--- src/ddt_pkg.sv ---
package ddt_pkg;
  localparam int DESC_LEN = 7;
  localparam int TAP_A = 4;
  localparam int TAP_B = 7;
  localparam int CHIPS = 8;
  localparam logic [5:0] LAST_IDX_HIGH = 6'h3F;
  localparam logic [5:0] LAST_IDX_LOW = 6'h07;
  localparam logic [2:0] FILL_SYMS = 3'h7;
  localparam logic [2:0] BITS_HIGH_LAST = 3'h7;
  localparam logic [2:0] BITS_LOW_LAST = 3'h3;
  localparam logic signed [7:0] TIMING_LIMIT = 8'sh48;
  localparam int COEF_SHIFT = 4;
  localparam int KP_SHIFT = 2;
  localparam int KI_SHIFT = 6;
  localparam int SLAVE_SHIFT = 4;
  localparam logic signed [15:0] SLAVE_WRAP = 16'sh0400;
  typedef enum logic [3:0] {
    ST_IDLE = 4'b0001,
    ST_COLLECT = 4'b0010,
    ST_CORR = 4'b0100,
    ST_SHIFT = 4'b1000
  } ddt_state_t;
endpackage : ddt_pkg

--- src/ddt_descrambler.sv ---
`timescale 1ns/100ps
module ddt_descrambler
  import ddt_pkg::*;
(
  input wire logic sys_clk,
  input wire logic reset_n,
  input wire logic clear,
  input wire logic inBit,
  input wire logic inValid,
  output logic outBit,
  output logic outValid
);
  typedef struct packed {
    logic [DESC_LEN-1:0] sr;
    logic outBit;
    logic outValid;
  } ddt_desc_t;
  ddt_desc_t s, next_s;

  // multiply by the polynomial: register holds received bits
  always_comb begin
    next_s = s;
    next_s.outValid = inValid;
    if (inValid) begin
      next_s.outBit = inBit ^ s.sr[TAP_A-1] ^ s.sr[TAP_B-1];
      next_s.sr = {s.sr[DESC_LEN-2:0], inBit};
    end
    if (clear) begin
      next_s.sr = '0;
    end
  end

  always_ff @(posedge sys_clk or negedge reset_n) begin
    if (!reset_n) begin
      s <= '0;
    end else begin
      s <= next_s;
    end
  end

  assign outBit = s.outBit;
  assign outValid = s.outValid;
endmodule : ddt_descrambler

--- src/ddt_picker.sv ---
`timescale 1ns/100ps
module ddt_picker
  import ddt_pkg::*;
#(
  parameter int WIDTH = 16
)
(
  input wire logic sys_clk,
  input wire logic reset_n,
  input wire logic start,
  input wire logic candValid,
  input wire logic signed [WIDTH-1:0] candVal,
  input wire logic [6:0] candIdx,
  output logic [6:0] bestIdx,
  output logic bestNeg,
  output logic [WIDTH-1:0] bestMag
);
  typedef struct packed {
    logic [6:0] idx;
    logic neg;
    logic [WIDTH-1:0] mag;
  } ddt_pick_t;
  ddt_pick_t s, next_s;
  logic [WIDTH-1:0] candMag;

  // first of equal magnitudes is kept, ties never move the pick
  always_comb begin
    next_s = s;
    candMag = candVal[WIDTH-1] ? WIDTH'(-candVal) : candVal;
    if (start) begin
      next_s = '0;
    end
    if (candValid && (start || candMag > s.mag)) begin
      next_s.idx = candIdx;
      next_s.neg = candVal[WIDTH-1];
      next_s.mag = candMag;
    end
  end

  always_ff @(posedge sys_clk or negedge reset_n) begin
    if (!reset_n) begin
      s <= '0;
    end else begin
      s <= next_s;
    end
  end

  assign bestIdx = s.idx;
  assign bestNeg = s.neg;
  assign bestMag = s.mag;
endmodule : ddt_picker

--- src/ddt_cck_demod.sv ---
`timescale 1ns/100ps
module ddt_cck_demod
  import ddt_pkg::*;
(
  input wire logic sys_clk,
  input wire logic reset_n,
  input wire logic signed [5:0] adcI,
  input wire logic signed [5:0] adcQ,
  input wire logic adcValid,
  input wire logic headerLastBit,
  input wire logic packetEnd,
  input wire logic rateHigh,
  input wire logic trainValid,
  input wire logic [3:0] trainIci,
  input wire logic [3:0] trainIsi,
  input wire logic eqIciDisable,
  input wire logic eqIsiDisable,
  input wire logic lockTrackEnable,
  input wire logic svcLockLocal,
  input wire logic rxSvcLock,
  output logic rxBit,
  output logic rxBitValid,
  output logic signed [7:0] timingAdjust
);
  typedef struct packed {
    logic signed [5:0] s1I, s1Q, s2I, s2Q;
    logic s1V, s2V;
    ddt_state_t st;
    logic [CHIPS-1:0][7:0] chI, chQ;
    logic [2:0] chipCnt, bitCnt, fillCnt;
    logic [5:0] corrIdx;
    logic [7:0] symBits;
    logic [1:0] refQuad;
    logic load, decim, prevSign, pickStart;
    logic signed [7:0] midI, isiResid, timing;
    logic signed [15:0] ncoPhase, loopInteg, slaveAcc, elAcc;
    logic [3:0] coefIci, coefIsi;
    logic dsIn, dsInValid, dsClear, rxBit, rxBitValid, dsFill, fillOk;
  } ddt_main_t;
  ddt_main_t s, next_s;

  logic signed [7:0] dI, dQ;
  logic signed [10:0] corrI, corrQ;
  logic signed [15:0] iciI, iciQ, candVal;
  logic [6:0] candIdx, bestIdx;
  logic candValid, bestNeg, chipTick, midTick, trans, lockMode, lastIdx;
  logic signed [9:0] err;
  logic [1:0] dibit;
  logic [15:0] bestMag;
  logic dsBit, dsValid;

  ////////////////////////////////////////////////////////////////////
  // rotate back by the oscillator quadrant
  function automatic logic [15:0] derot(input logic signed [5:0] i,
      input logic signed [5:0] q, input logic [1:0] quad);
    logic signed [7:0] xi, xq;
    xi = 8'(i);
    xq = 8'(q);
    unique case (quad)
      2'h0: derot = {xi, xq};
      2'h1: derot = {xq, 8'(-xi)};
      2'h2: derot = {8'(-xi), 8'(-xq)};
      2'h3: derot = {8'(-xq), xi};
    endcase
  endfunction : derot

  // one code of the bank: sign per chip from the index bits
  function automatic logic signed [10:0] corr(
      input logic [CHIPS-1:0][7:0] ch, input logic [5:0] k);
    logic signed [10:0] acc;
    acc = '0;
    for (int c = 0; c < CHIPS; c++) begin
      if (^{k[5:3] & 3'(c), k[2:0] & ~3'(c)}) begin
        acc = acc - 11'(signed'(ch[c]));
      end else begin
        acc = acc + 11'(signed'(ch[c]));
      end
    end
    corr = acc;
  endfunction : corr

  // inter-chip correction scales out a trained leakage share
  function automatic logic signed [15:0] iciFix(
      input logic signed [10:0] v, input logic [3:0] coef,
      input logic off);
    logic signed [15:0] w;
    w = 16'(v);
    iciFix = off ? w : 16'(w - ((w * signed'({1'b0, coef})) >>> COEF_SHIFT));
  endfunction : iciFix

  // phase change quadrant to dibit, first bit in time on the left
  function automatic logic [1:0] dqpskDibit(input logic [1:0] d);
    unique case (d)
      2'h0: dqpskDibit = 2'b00;
      2'h1: dqpskDibit = 2'b01;
      2'h2: dqpskDibit = 2'b11;
      2'h3: dqpskDibit = 2'b10;
    endcase
  endfunction : dqpskDibit

  ////////////////////////////////////////////////////////////////////
  // derotation, decimation and the shared datapath terms
  always_comb begin
    {dI, dQ} = derot(s.s2I, s.s2Q, s.ncoPhase[15:14]);
    chipTick = s.s2V && !s.decim;
    midTick = s.s2V && s.decim;
    trans = dI[7] != s.prevSign;
    err = (dI[7] ? -10'(dQ) : 10'(dQ)) - (dQ[7] ? -10'(dI) : 10'(dI));
    lockMode = lockTrackEnable && svcLockLocal && rxSvcLock;
    corrI = corr(s.chI, s.corrIdx);
    corrQ = corr(s.chQ, s.corrIdx);
    iciI = iciFix(corrI, s.coefIci, eqIciDisable);
    iciQ = iciFix(corrQ, s.coefIci, eqIciDisable);
    lastIdx = s.corrIdx == (rateHigh ? LAST_IDX_HIGH : LAST_IDX_LOW);
    candValid = s.st == ST_CORR;
    if (rateHigh && (iciQ[15] ? -iciQ : iciQ) > (iciI[15] ? -iciI : iciI)) begin
      candVal = iciQ;
      candIdx = {s.corrIdx, 1'b1};
    end else begin
      candVal = iciI; // lower rate looks at the eight I outputs only
      candIdx = {s.corrIdx, 1'b0};
    end
    dibit = dqpskDibit({bestNeg, bestIdx[0]} - s.refQuad);
  end

  ////////////////////////////////////////////////////////////////////
  // next state: sync, carrier loop, timing, symbol sequencing
  always_comb begin
    next_s = s;
    next_s.s1I = adcI;
    next_s.s1Q = adcQ;
    next_s.s1V = adcValid;
    next_s.s2I = s.s1I;
    next_s.s2Q = s.s1Q;
    next_s.s2V = s.s1V;
    next_s.pickStart = 1'b0;
    next_s.dsInValid = 1'b0;
    next_s.dsClear = 1'b0;
    next_s.rxBit = dsBit;
    // fill state travels with each bit, so the seventh symbol's tail
    // cannot slip out once the fill count has already moved on
    next_s.fillOk = s.dsFill;
    next_s.rxBitValid = dsValid && s.fillOk;
    if (s.s2V) begin
      next_s.decim = ~s.decim;
    end
    // lead/lag loop, oscillator always advances by the integrator
    next_s.ncoPhase = s.ncoPhase + (s.loopInteg >>> KI_SHIFT);
    if (chipTick) begin
      next_s.prevSign = dI[7];
      if (trans) begin
        next_s.loopInteg = s.loopInteg + 16'(err);
        next_s.ncoPhase = s.ncoPhase + (s.loopInteg >>> KI_SHIFT)
          + (16'(err) <<< KP_SHIFT);
        next_s.elAcc = s.elAcc + (s.prevSign ? -16'(s.midI) : 16'(s.midI));
      end
    end
    if (midTick) begin
      next_s.midI = dI;
    end
    unique case (s.st)
      ST_IDLE: begin
        if (headerLastBit) begin
          next_s.refQuad = {dI[7] ^ dQ[7] ? dQ[7] : dI[7],
            (dQ[7] ? -dQ : dQ) > (dI[7] ? -dI : dI)};
          next_s.st = ST_COLLECT;
          next_s.chipCnt = '0;
          next_s.fillCnt = '0;
          next_s.isiResid = '0;
          next_s.elAcc = '0;
          next_s.dsClear = 1'b1;
        end else if (trainValid) begin
          next_s.coefIci = trainIci;
          next_s.coefIsi = trainIsi;
        end
      end
      ST_COLLECT: begin
        if (chipTick) begin
          next_s.chI[s.chipCnt] = (s.chipCnt == 3'h0 && !eqIsiDisable)
            ? 8'(dI - s.isiResid) : dI;
          next_s.chQ[s.chipCnt] = dQ;
          next_s.chipCnt = s.chipCnt + 3'h1;
          if (s.chipCnt == 3'(CHIPS - 1)) begin
            next_s.st = ST_CORR;
            next_s.corrIdx = '0;
            next_s.pickStart = 1'b1;
            if (lockMode) begin
              // divide the carrier offset down into timing steps
              next_s.slaveAcc = s.slaveAcc + (s.loopInteg >>> SLAVE_SHIFT);
              if (next_s.slaveAcc >= SLAVE_WRAP) begin
                next_s.slaveAcc = next_s.slaveAcc - SLAVE_WRAP;
                next_s.timing = s.timing + 8'sh01;
              end else if (next_s.slaveAcc <= -SLAVE_WRAP) begin
                next_s.slaveAcc = next_s.slaveAcc + SLAVE_WRAP;
                next_s.timing = s.timing - 8'sh01;
              end
            end else if (s.elAcc != '0) begin
              next_s.timing = s.elAcc[15] ? s.timing - 8'sh01
                : s.timing + 8'sh01;
            end
            next_s.elAcc = '0;
            // hold at the ends, a wrap would jump a whole range
            if (next_s.timing > TIMING_LIMIT) begin
              next_s.timing = TIMING_LIMIT;
            end else if (next_s.timing < -TIMING_LIMIT) begin
              next_s.timing = -TIMING_LIMIT;
            end
          end
        end
      end
      ST_CORR: begin
        next_s.corrIdx = s.corrIdx + 6'h01;
        if (lastIdx) begin
          next_s.st = ST_SHIFT;
          next_s.load = 1'b1;
          next_s.bitCnt = '0;
        end
      end
      ST_SHIFT: begin
        if (s.load) begin
          next_s.load = 1'b0;
          next_s.symBits = rateHigh ? {bestIdx, dibit[1]}
            : {bestIdx[3:1], dibit[1], 4'h0};
          next_s.refQuad = {bestNeg, bestIdx[0]};
          next_s.isiResid = 8'((16'(bestMag) * 16'(s.coefIsi))
            >>> (COEF_SHIFT + 3));
        end else begin
          next_s.dsIn = s.symBits[7];
          next_s.dsInValid = 1'b1;
          next_s.dsFill = s.fillCnt == FILL_SYMS;
          next_s.symBits = {s.symBits[6:0], 1'b0};
          next_s.bitCnt = s.bitCnt + 3'h1;
          if (s.bitCnt == (rateHigh ? BITS_HIGH_LAST : BITS_LOW_LAST)) begin
            next_s.st = ST_COLLECT;
            next_s.chipCnt = '0;
            if (s.fillCnt != FILL_SYMS) begin
              next_s.fillCnt = s.fillCnt + 3'h1;
            end
          end
        end
      end
    endcase
    if (packetEnd) begin
      next_s.st = ST_IDLE;
    end
  end

  always_ff @(posedge sys_clk or negedge reset_n) begin
    if (!reset_n) begin
      s <= '0;
      s.st <= ST_IDLE;
    end else begin
      s <= next_s;
    end
  end

  ////////////////////////////////////////////////////////////////////
  // symbol picking and the bit stream descrambler
  ddt_picker #(.WIDTH(16)) picker (
    .sys_clk(sys_clk),
    .reset_n(reset_n),
    .start(s.pickStart),
    .candValid(candValid),
    .candVal(candVal),
    .candIdx(candIdx),
    .bestIdx(bestIdx),
    .bestNeg(bestNeg),
    .bestMag(bestMag)
  );

  ddt_descrambler descrambler (
    .sys_clk(sys_clk),
    .reset_n(reset_n),
    .clear(s.dsClear),
    .inBit(s.dsIn),
    .inValid(s.dsInValid),
    .outBit(dsBit),
    .outValid(dsValid)
  );

  assign rxBit = s.rxBit;
  assign rxBitValid = s.rxBitValid;
  assign timingAdjust = s.timing;
endmodule : ddt_cck_demod

--- config.mk ---
export PLATFORM = sky130hd
export DESIGN_NAME = ddt_cck_demod
export DESIGN_NICKNAME = d
export VERILOG_FILES = /design/src/ddt_pkg.sv /design/src/ddt_descrambler.sv /design/src/ddt_picker.sv /design/src/ddt_cck_demod.sv
export SDC_FILE = /design/constraint.sdc
export NUM_CORES = 2
export LEC_CHECK = 0
export BUFFER_PORTS_ARGS = -buffer_cell sky130_fd_sc_hd__buf_2
export CAP_MARGIN = 20
export CORE_MARGIN = 5
export CORE_UTILIZATION = 35
export DETAILED_ROUTE_END_ITERATION = 10
export MAX_ROUTING_LAYER = met4
export PLACE_DENSITY = 0.49
export SLEW_MARGIN = 0
export SYNTH_ARGS = -nofsm -noshare
export SYNTH_HDL_FRONTEND = slang
export SYNTH_SLANG_ARGS = --single-unit
--- constraint.sdc ---
create_clock -name sys_clk -period 18.5 [get_ports sys_clk]
set_input_delay 3.7 -clock sys_clk [delete_from_list [all_inputs] [get_ports sys_clk]]
set_output_delay 3.7 -clock sys_clk [all_outputs]
set_load 0.05 [all_outputs]
==> Word-level counts from Yosys, hierarchy flattened <==
Cells that the tools add are included.
{ "totals": {"register_bits": 323, "elab_cells": 303, "out_inout_bits": 10, "inputBits": 32} }
{ "op_classes": {"n_lt_le_gt_ge": 9, "n_mux": 99, "reduce_logical": 43, "mul": 3, "n_addsub": 58, "n_eq_ne": 30, "bitwise_logic": 6} }
{ "ops": {"columns": ["operator", "n"], "rows": [
  ["2-to-1 mux 16 bit", 14],
  ["2-to-1 mux 11 bit", 16],
  ["adder 11 x 8 -> 11 bit", 14],
  ["subtractor 11 x 8 -> 11 bit", 14],
  ["2-to-1 mux 8 bit", 19],
  ["2-to-1 mux 135 bit", 1],
  ["bitwise mux 64 bit", 2],
  ["2-to-1 mux 32 bit", 2],
  ["case mux 16 bit (4 select lines)", 1],
  ["2-to-1 mux 24 bit", 2],
  ["negation 16 bit", 3],
  ["XOR reduction 6 bit", 8],
  ["adder 16 x 10 -> 16 bit", 2],
  ["adder 16 x 12 -> 16 bit", 2],
  ["greater-than comparator 16 bit", 2],
  ["multiplier 11 x 5 -> 16 bit", 2],
  ["case mux 16 bit (2 select lines)", 1],
  ["subtractor 11 x 12 -> 13 bit", 2],
  ["demux 8 bit (select 3 bit)", 1],
  ["2-to-1 mux 4 bit", 6],
  ["2-to-1 mux 3 bit", 7],
  ["inequality test 3 bit (second input constant)", 7],
  ["2-to-1 mux 10 bit", 2],
  ["negation 8 -> 10 bit", 2],
  ["61 further kinds", 116]
]} }

==> Logic depth before layout (Yosys ltp) <==
{ "logic_depth": {"word_depth": 30, "ltp_mapped": 86, "ltp_nobuf": 82} }

==> Hierarchy <==
Synthesis repeated with hierarchy kept, for this count alone.
{ "hier_totals": {"hier_cells": 3863, "hier_area_um2": 32825.2} }
{ "modules_own_cells": {"columns": ["mod", "area_each_um2", "cells_each", "n_inst"], "rows": [
  ["ddt_cck_demod", 30606.9, 3662, 1],
  ["ddt_picker", 1853.0, 175, 1],
  ["ddt_descrambler", 365.4, 26, 1]
]} }

==> Least setup slack after synthesis <==
No wires, ideal clock.
{ "synth_path": {"path_type": "register to register", "from": "register s[120] (netlist name)", "to": "register picker.s, in the netlist picker.bestIdx[5]", "path_slack_ps": 908, "path_stages_with_launch": 81, "required_time_ps": 18375, "n_path_buf": 5, "arrival_ps": 17468, "setup_time_ps": 125, "synth_period_minus_slack_ps": 17592, "cell_sequence": "dfrtp_1 -> ha_1 -> xor2_1 -> buf_2 -> buf_1 -> mux2i_1 -> ha_1 -> a21o_1 -> a21o_1 -> a21o_1 -> a21o_1 -> xor2_1 -> ha_1 -> xor2_1 -> ha_1 -> a21oi_1 -> o21ai_0 -> xor2_1 -> [45 not listed] -> ha_1 -> o21a_1 -> nor2b_1 -> or3b_2 -> a21oi_1 -> mux2_2 -> ha_1 -> a21oi_1 -> nor2b_1 -> o21ai_0 -> nand2b_1 -> a221o_1 -> a21o_1 -> a21oi_1 -> a21oi_1 -> o21ai_1 -> clkbuf_1 -> mux2_2"} }
{ "synth_between": {"elab_chain_cells": 28, "elab_cells_between_ends": 62} }
{ "synth_rtl": {"columns": ["item", "line_no", "rtl"], "rows": [
  ["start: declaration", "ddt_cck_demod.sv:40", "ddt_main_t s, next_s;"],
  ["start signal: assignment", "ddt_cck_demod.sv:253", "s <= next_s;"],
  ["XOR reduction 6 bit", "ddt_cck_demod.sv:73", "if (^{k[5:3] & 3'(c), k[2:0] & ~3'(c)}) begin"],
  ["2-to-1 mux 11 bit", "ddt_cck_demod.sv:73", null],
  ["adder 11 x 8 -> 11 bit or subtractor 11 x 8 -> 11 bit (tied branches)", "ddt_cck_demod.sv:76, ddt_cck_demod.sv:74", null],
  ["2-to-1 mux 11 bit", "ddt_cck_demod.sv:73", null],
  ["adder 11 x 8 -> 11 bit or subtractor 11 x 8 -> 11 bit (tied branches)", "ddt_cck_demod.sv:76, ddt_cck_demod.sv:74", null],
  ["2-to-1 mux 11 bit", "ddt_cck_demod.sv:73", null],
  ["adder 11 x 8 -> 11 bit or subtractor 11 x 8 -> 11 bit (tied branches)", "ddt_cck_demod.sv:76, ddt_cck_demod.sv:74", null],
  ["2-to-1 mux 11 bit", "ddt_cck_demod.sv:73", null],
  ["[12 not listed]", null, null],
  ["logical AND 1 bit", "ddt_cck_demod.sv:116", "if (rateHigh && (iciQ[15] ? -iciQ : iciQ) > (iciI[15] ? -iciI : iciI)) begin"],
  ["2-to-1 mux 16 bit *", "ddt_cck_demod.sv:116", null],
  ["negation 16 bit", "ddt_picker.sv:29", "candMag = candVal[WIDTH-1] ? WIDTH'(-candVal) : candVal;"],
  ["2-to-1 mux 16 bit *", "ddt_picker.sv:29", null],
  ["greater-than comparator 16 bit *", "ddt_picker.sv:33", "if (candValid && (start || candMag > s.mag)) begin"],
  ["logical OR 1 bit *", "ddt_picker.sv:33", null],
  ["logical AND 1 bit *", "ddt_picker.sv:33", null],
  ["2-to-1 mux 24 bit or nonzero test 2 bit (tied branches)", null, null],
  ["end signal: assignment", "ddt_picker.sv:44", "s <= next_s;"],
  ["end: declaration", "ddt_picker.sv:23", "ddt_pick_t s, next_s;"]
]} }
Mark *: on every way between the ends. The rest lies on a longest branch, timed or not.
A chain may end at the register's enable or synchronous reset.

==> Worst setup path after layout <==
{ "layout_path": {"from": "register s[119] (netlist name)", "to": "register picker.s, in the netlist picker.bestIdx[6]"} }
{ "layout_between": {"elab_chain_cells": 30, "elab_cells_between_ends": 68} }
{ "layout_rtl": {"columns": ["item", "line_no"], "rows": [
  ["XOR reduction 6 bit", "ddt_cck_demod.sv:73"],
  ["2-to-1 mux 11 bit", "ddt_cck_demod.sv:73"],
  ["adder 11 x 8 -> 11 bit or subtractor 11 x 8 -> 11 bit (tied branches)", "ddt_cck_demod.sv:76, ddt_cck_demod.sv:74"],
  ["2-to-1 mux 11 bit", "ddt_cck_demod.sv:73"],
  ["adder 11 x 8 -> 11 bit or subtractor 11 x 8 -> 11 bit (tied branches)", "ddt_cck_demod.sv:76, ddt_cck_demod.sv:74"],
  ["2-to-1 mux 11 bit", "ddt_cck_demod.sv:73"],
  ["adder 11 x 8 -> 11 bit or subtractor 11 x 8 -> 11 bit (tied branches)", "ddt_cck_demod.sv:76, ddt_cck_demod.sv:74"],
  ["2-to-1 mux 11 bit", "ddt_cck_demod.sv:73"],
  ["[14 not listed]", null],
  ["logical AND 1 bit", "ddt_cck_demod.sv:116"],
  ["2-to-1 mux 16 bit *", "ddt_cck_demod.sv:116"],
  ["negation 16 bit", "ddt_picker.sv:29"],
  ["2-to-1 mux 16 bit *", "ddt_picker.sv:29"],
  ["greater-than comparator 16 bit *", "ddt_picker.sv:33"],
  ["logical OR 1 bit *", "ddt_picker.sv:33"],
  ["logical AND 1 bit *", "ddt_picker.sv:33"],
  ["2-to-1 mux 24 bit or nonzero test 2 bit (tied branches)", null]
]} }
Marked as above.

==> metrics.txt <==
Ys Warns=0; Final TNS setup=0 ps; Ant. Diodes=0; post-synth cell types=98; DPL Wire Length=about 68 mm; FP Rows=between 100 and 150; antenna viol nets, final=0; Mean Syn Cell Area=between 8 and 9 um^2; total CTS buffers=between 40 and 50; Worst-Skew Late Latency=slightly below 600 ps; Worst Hold Class=register to register; total routing usage reported by global routing=0.174; Hold Buf Count CTS=0; CTS H-tree depth=2; hold wc startpoint=next_s[264]; drt total wl=between 80 and 90 mm; global-route wire length before repair=between 100 and 150 mm; unrepaired setup endpoints after global routing=false; Root Driver=clkbuf_16; register area share after synthesis=0.244; core footprint=~94000 um^2; Bufs on Longest Clock Path=3; drt first pass iters=5; RePlAce Congestion=roughly 0.84; fraction of layout cells with a size suffix above 1=0.0766; worst slew pin tran=roughly 1100 ps; clk sinks=~320; Mapped Area=approximately 33000 um^2; global route overflow=0; Worst Setup Start Kind=register; Main synth FF type=dfrtp_1; CP most frequent cell=ha_1; vias in the first global route=26.0k; max-cap violation count=0; number of port buffers=41; Vias=between 20k and 30k; vias per cell=between 5 and 6; crit path from=s[119]; Slew Viols, Final=0; CP Max Fanout=19; Initial Util=0.354; DR iter-0 viols=between 1k and 1.5k; Setup violations, final=0; CTS tree=done; EDFF count, synth=0; # DRC=0; Synth async-reset ratio=1.00; Die H=318 um; Worst path max stage delay=630 ps; fin crit period=between 15000 and 20000 ps; CP arrival=17910 ps; Syn Inst Count=between 3k and 4k; slowest CP cell=fa_1; num ports=42; Syn-to-layout area delta=10.4%; Crit Path Category=register to register; antenna violations before repair=3; Clock Skew=around 18 ps; status=completed; Nets=~4.4k; crit end category=register; DIE WIDTH=~320 um; Die ar.=around 100000 um^2; Avg WL per Cell=16.8 um; Synth Register Bits=323; Worst-path clk slew=60 ps; Max-slew headroom=0.244; largest net degree at the start of global routing=between 90 and 100; Hold Vio Cnt, Final=0; final worst-path cycle share=0.944; Fmax achieved=about 57 MHz; RR Startpoint=s[119]; Worst Path Required=approximately 19000 ps
[cells by family (layout without fill, tap and decap cells)]
group,count (synthesis),count (layout),share of synthesized area
buf+inv,431,496,0.0511
mux,130,130,0.0428
flops,323,323,0.244
fa+ha+maj,493,493,0.206
compound gates,934,934,0.176
xor+xnor,449,449,0.124
simple gates,1094,1094,0.155
other cells,2,9,0.000227
[placed cells by master, fill, tap and decap left out, types with 13 or more instances in the layout]
cell type / instances
or3_1: 20
o21bai_1: 25
inv_1: 304
mux2_2: 55
nor4_1: 19
a31oi_1: 34
a41oi_1: 16
ha_1: 404
nor3_1: 80
buf_2: 40
mux2i_1: 69
nand3_1: 32
nand2_1: 428
nand2b_1: 38
o211ai_1: 13
and2_1: 84
dfrtp_1: 322
o21a_1: 31
xnor2_1: 278
a21oi_1: 230
and3_1: 17
a211oi_1: 14
xor2_1: 154
nor2_1: 234
or2_2: 18
nor2b_1: 67
o31ai_1: 27
o21ai_0: 289
clkbuf_16: 43
buf_4: 63
fa_1: 89
a21o_1: 137
[Yosys cell counts (all sizes together), types with 8 or more instances]
cell	count	share of area
a22oi	8	0.0018
xnor2	279	0.074
nor2	236	0.027
nor4	19	0.0036
a41oi	17	0.0047
xor2	158	0.042
fa	89	0.054
inv	307	0.035
nor3	80	0.012
o211ai	13	0.0029
a21boi	12	0.0028
and2	85	0.016
ha	404	0.15
o31a	9	0.0024
a31oi	35	0.0068
nand2b	38	0.0072
nand4	12	0.0023
a311oi	11	0.0031
o21ai	305	0.046
mux2	56	0.019
a211oi	14	0.0032
buf	28	0.0054
dfrtp	322	0.24
or3	21	0.0041
a22o	8	0.0021
o21bai	25	0.0057
nand2	429	0.049
nor2b	67	0.013
a21oi	231	0.035
nor3b	11	0.0025
clkbuf	93	0.011
mux2i	72	0.022
nand3	32	0.0048
o31ai	30	0.0074
a21o	137	0.031
and3	17	0.0032
o21a	31	0.0070
or2	19	0.0036
[worst paths after layout]
check                                                  end  cells after the start  slack [ps]
worst min-delay path                                s[264]                      0         350
worst max-delay path                     picker.bestIdx[6]                     72        1040
worst max register to register           picker.bestIdx[6]                     72        1040
worst min register to register                      s[264]                      0         350
min in group asynchronous       asynchronous set/reset pin                      1        3130
max in group asynchronous       asynchronous set/reset pin                      3       13300
[cell type report]
cell class | instances | area [um^2]
inverters | 310 | 1170
clock inverters | 23 | 352
fillers | 9724 | 57100
flip-flops and latches | 323 | 8080
multi-input cells | 3109 | 23500
repair buffers | 107 | 729
well taps | 1254 | 1570
clock buffers | 56 | 1170
[critical path, delay by kind of cell (launching register included)]
kind	cells	cell delay, ps
simple gates	12	2080
compound gates	25	5090
xor+xnor	6	1040
buf+inv	9	1200
flops	1	390
fa+ha+maj	15	6110
mux	5	1350
[stage by stage]
stage	instance area, um^2	std cells	worst slack [ps]	hold WS (ps)	utilization
3_5_place_dp	34900	5091	294	336	0.372
2_1_floorplan	33100	3863	908	331	-
5_1_grt	36600	5182	12.8	353	0.391
3_3_place_gp	34800	5090	447	337	0.372
4_1_cts	36400	5170	181	351	0.389
6_report	36600	5182	1040	348	0.391
[per-layer routing]
| metal | track usage | up-vias | part of all wire |
|---|---|---|---|
| li1 | - | 13391 | - |
| met1 | 0.234 | 12264 | 0.49 |
| met2 | 0.288 | 308 | 0.46 |
| met3 | 0.0169 | 109 | 0.026 |
| met4 | 0.0389 | 0 | 0.023 |
| met5 | - | - | 0 |
[repair_timing]
item	CTS	global route
buffers inserted	0	11
gates resized for setup	0	16
hold endpoints to repair	0	0
setup endpoints to repair	0	24
Power is not shown: default switching activity piles up to over one toggle a cycle in this logic, so the estimate is an artifact.
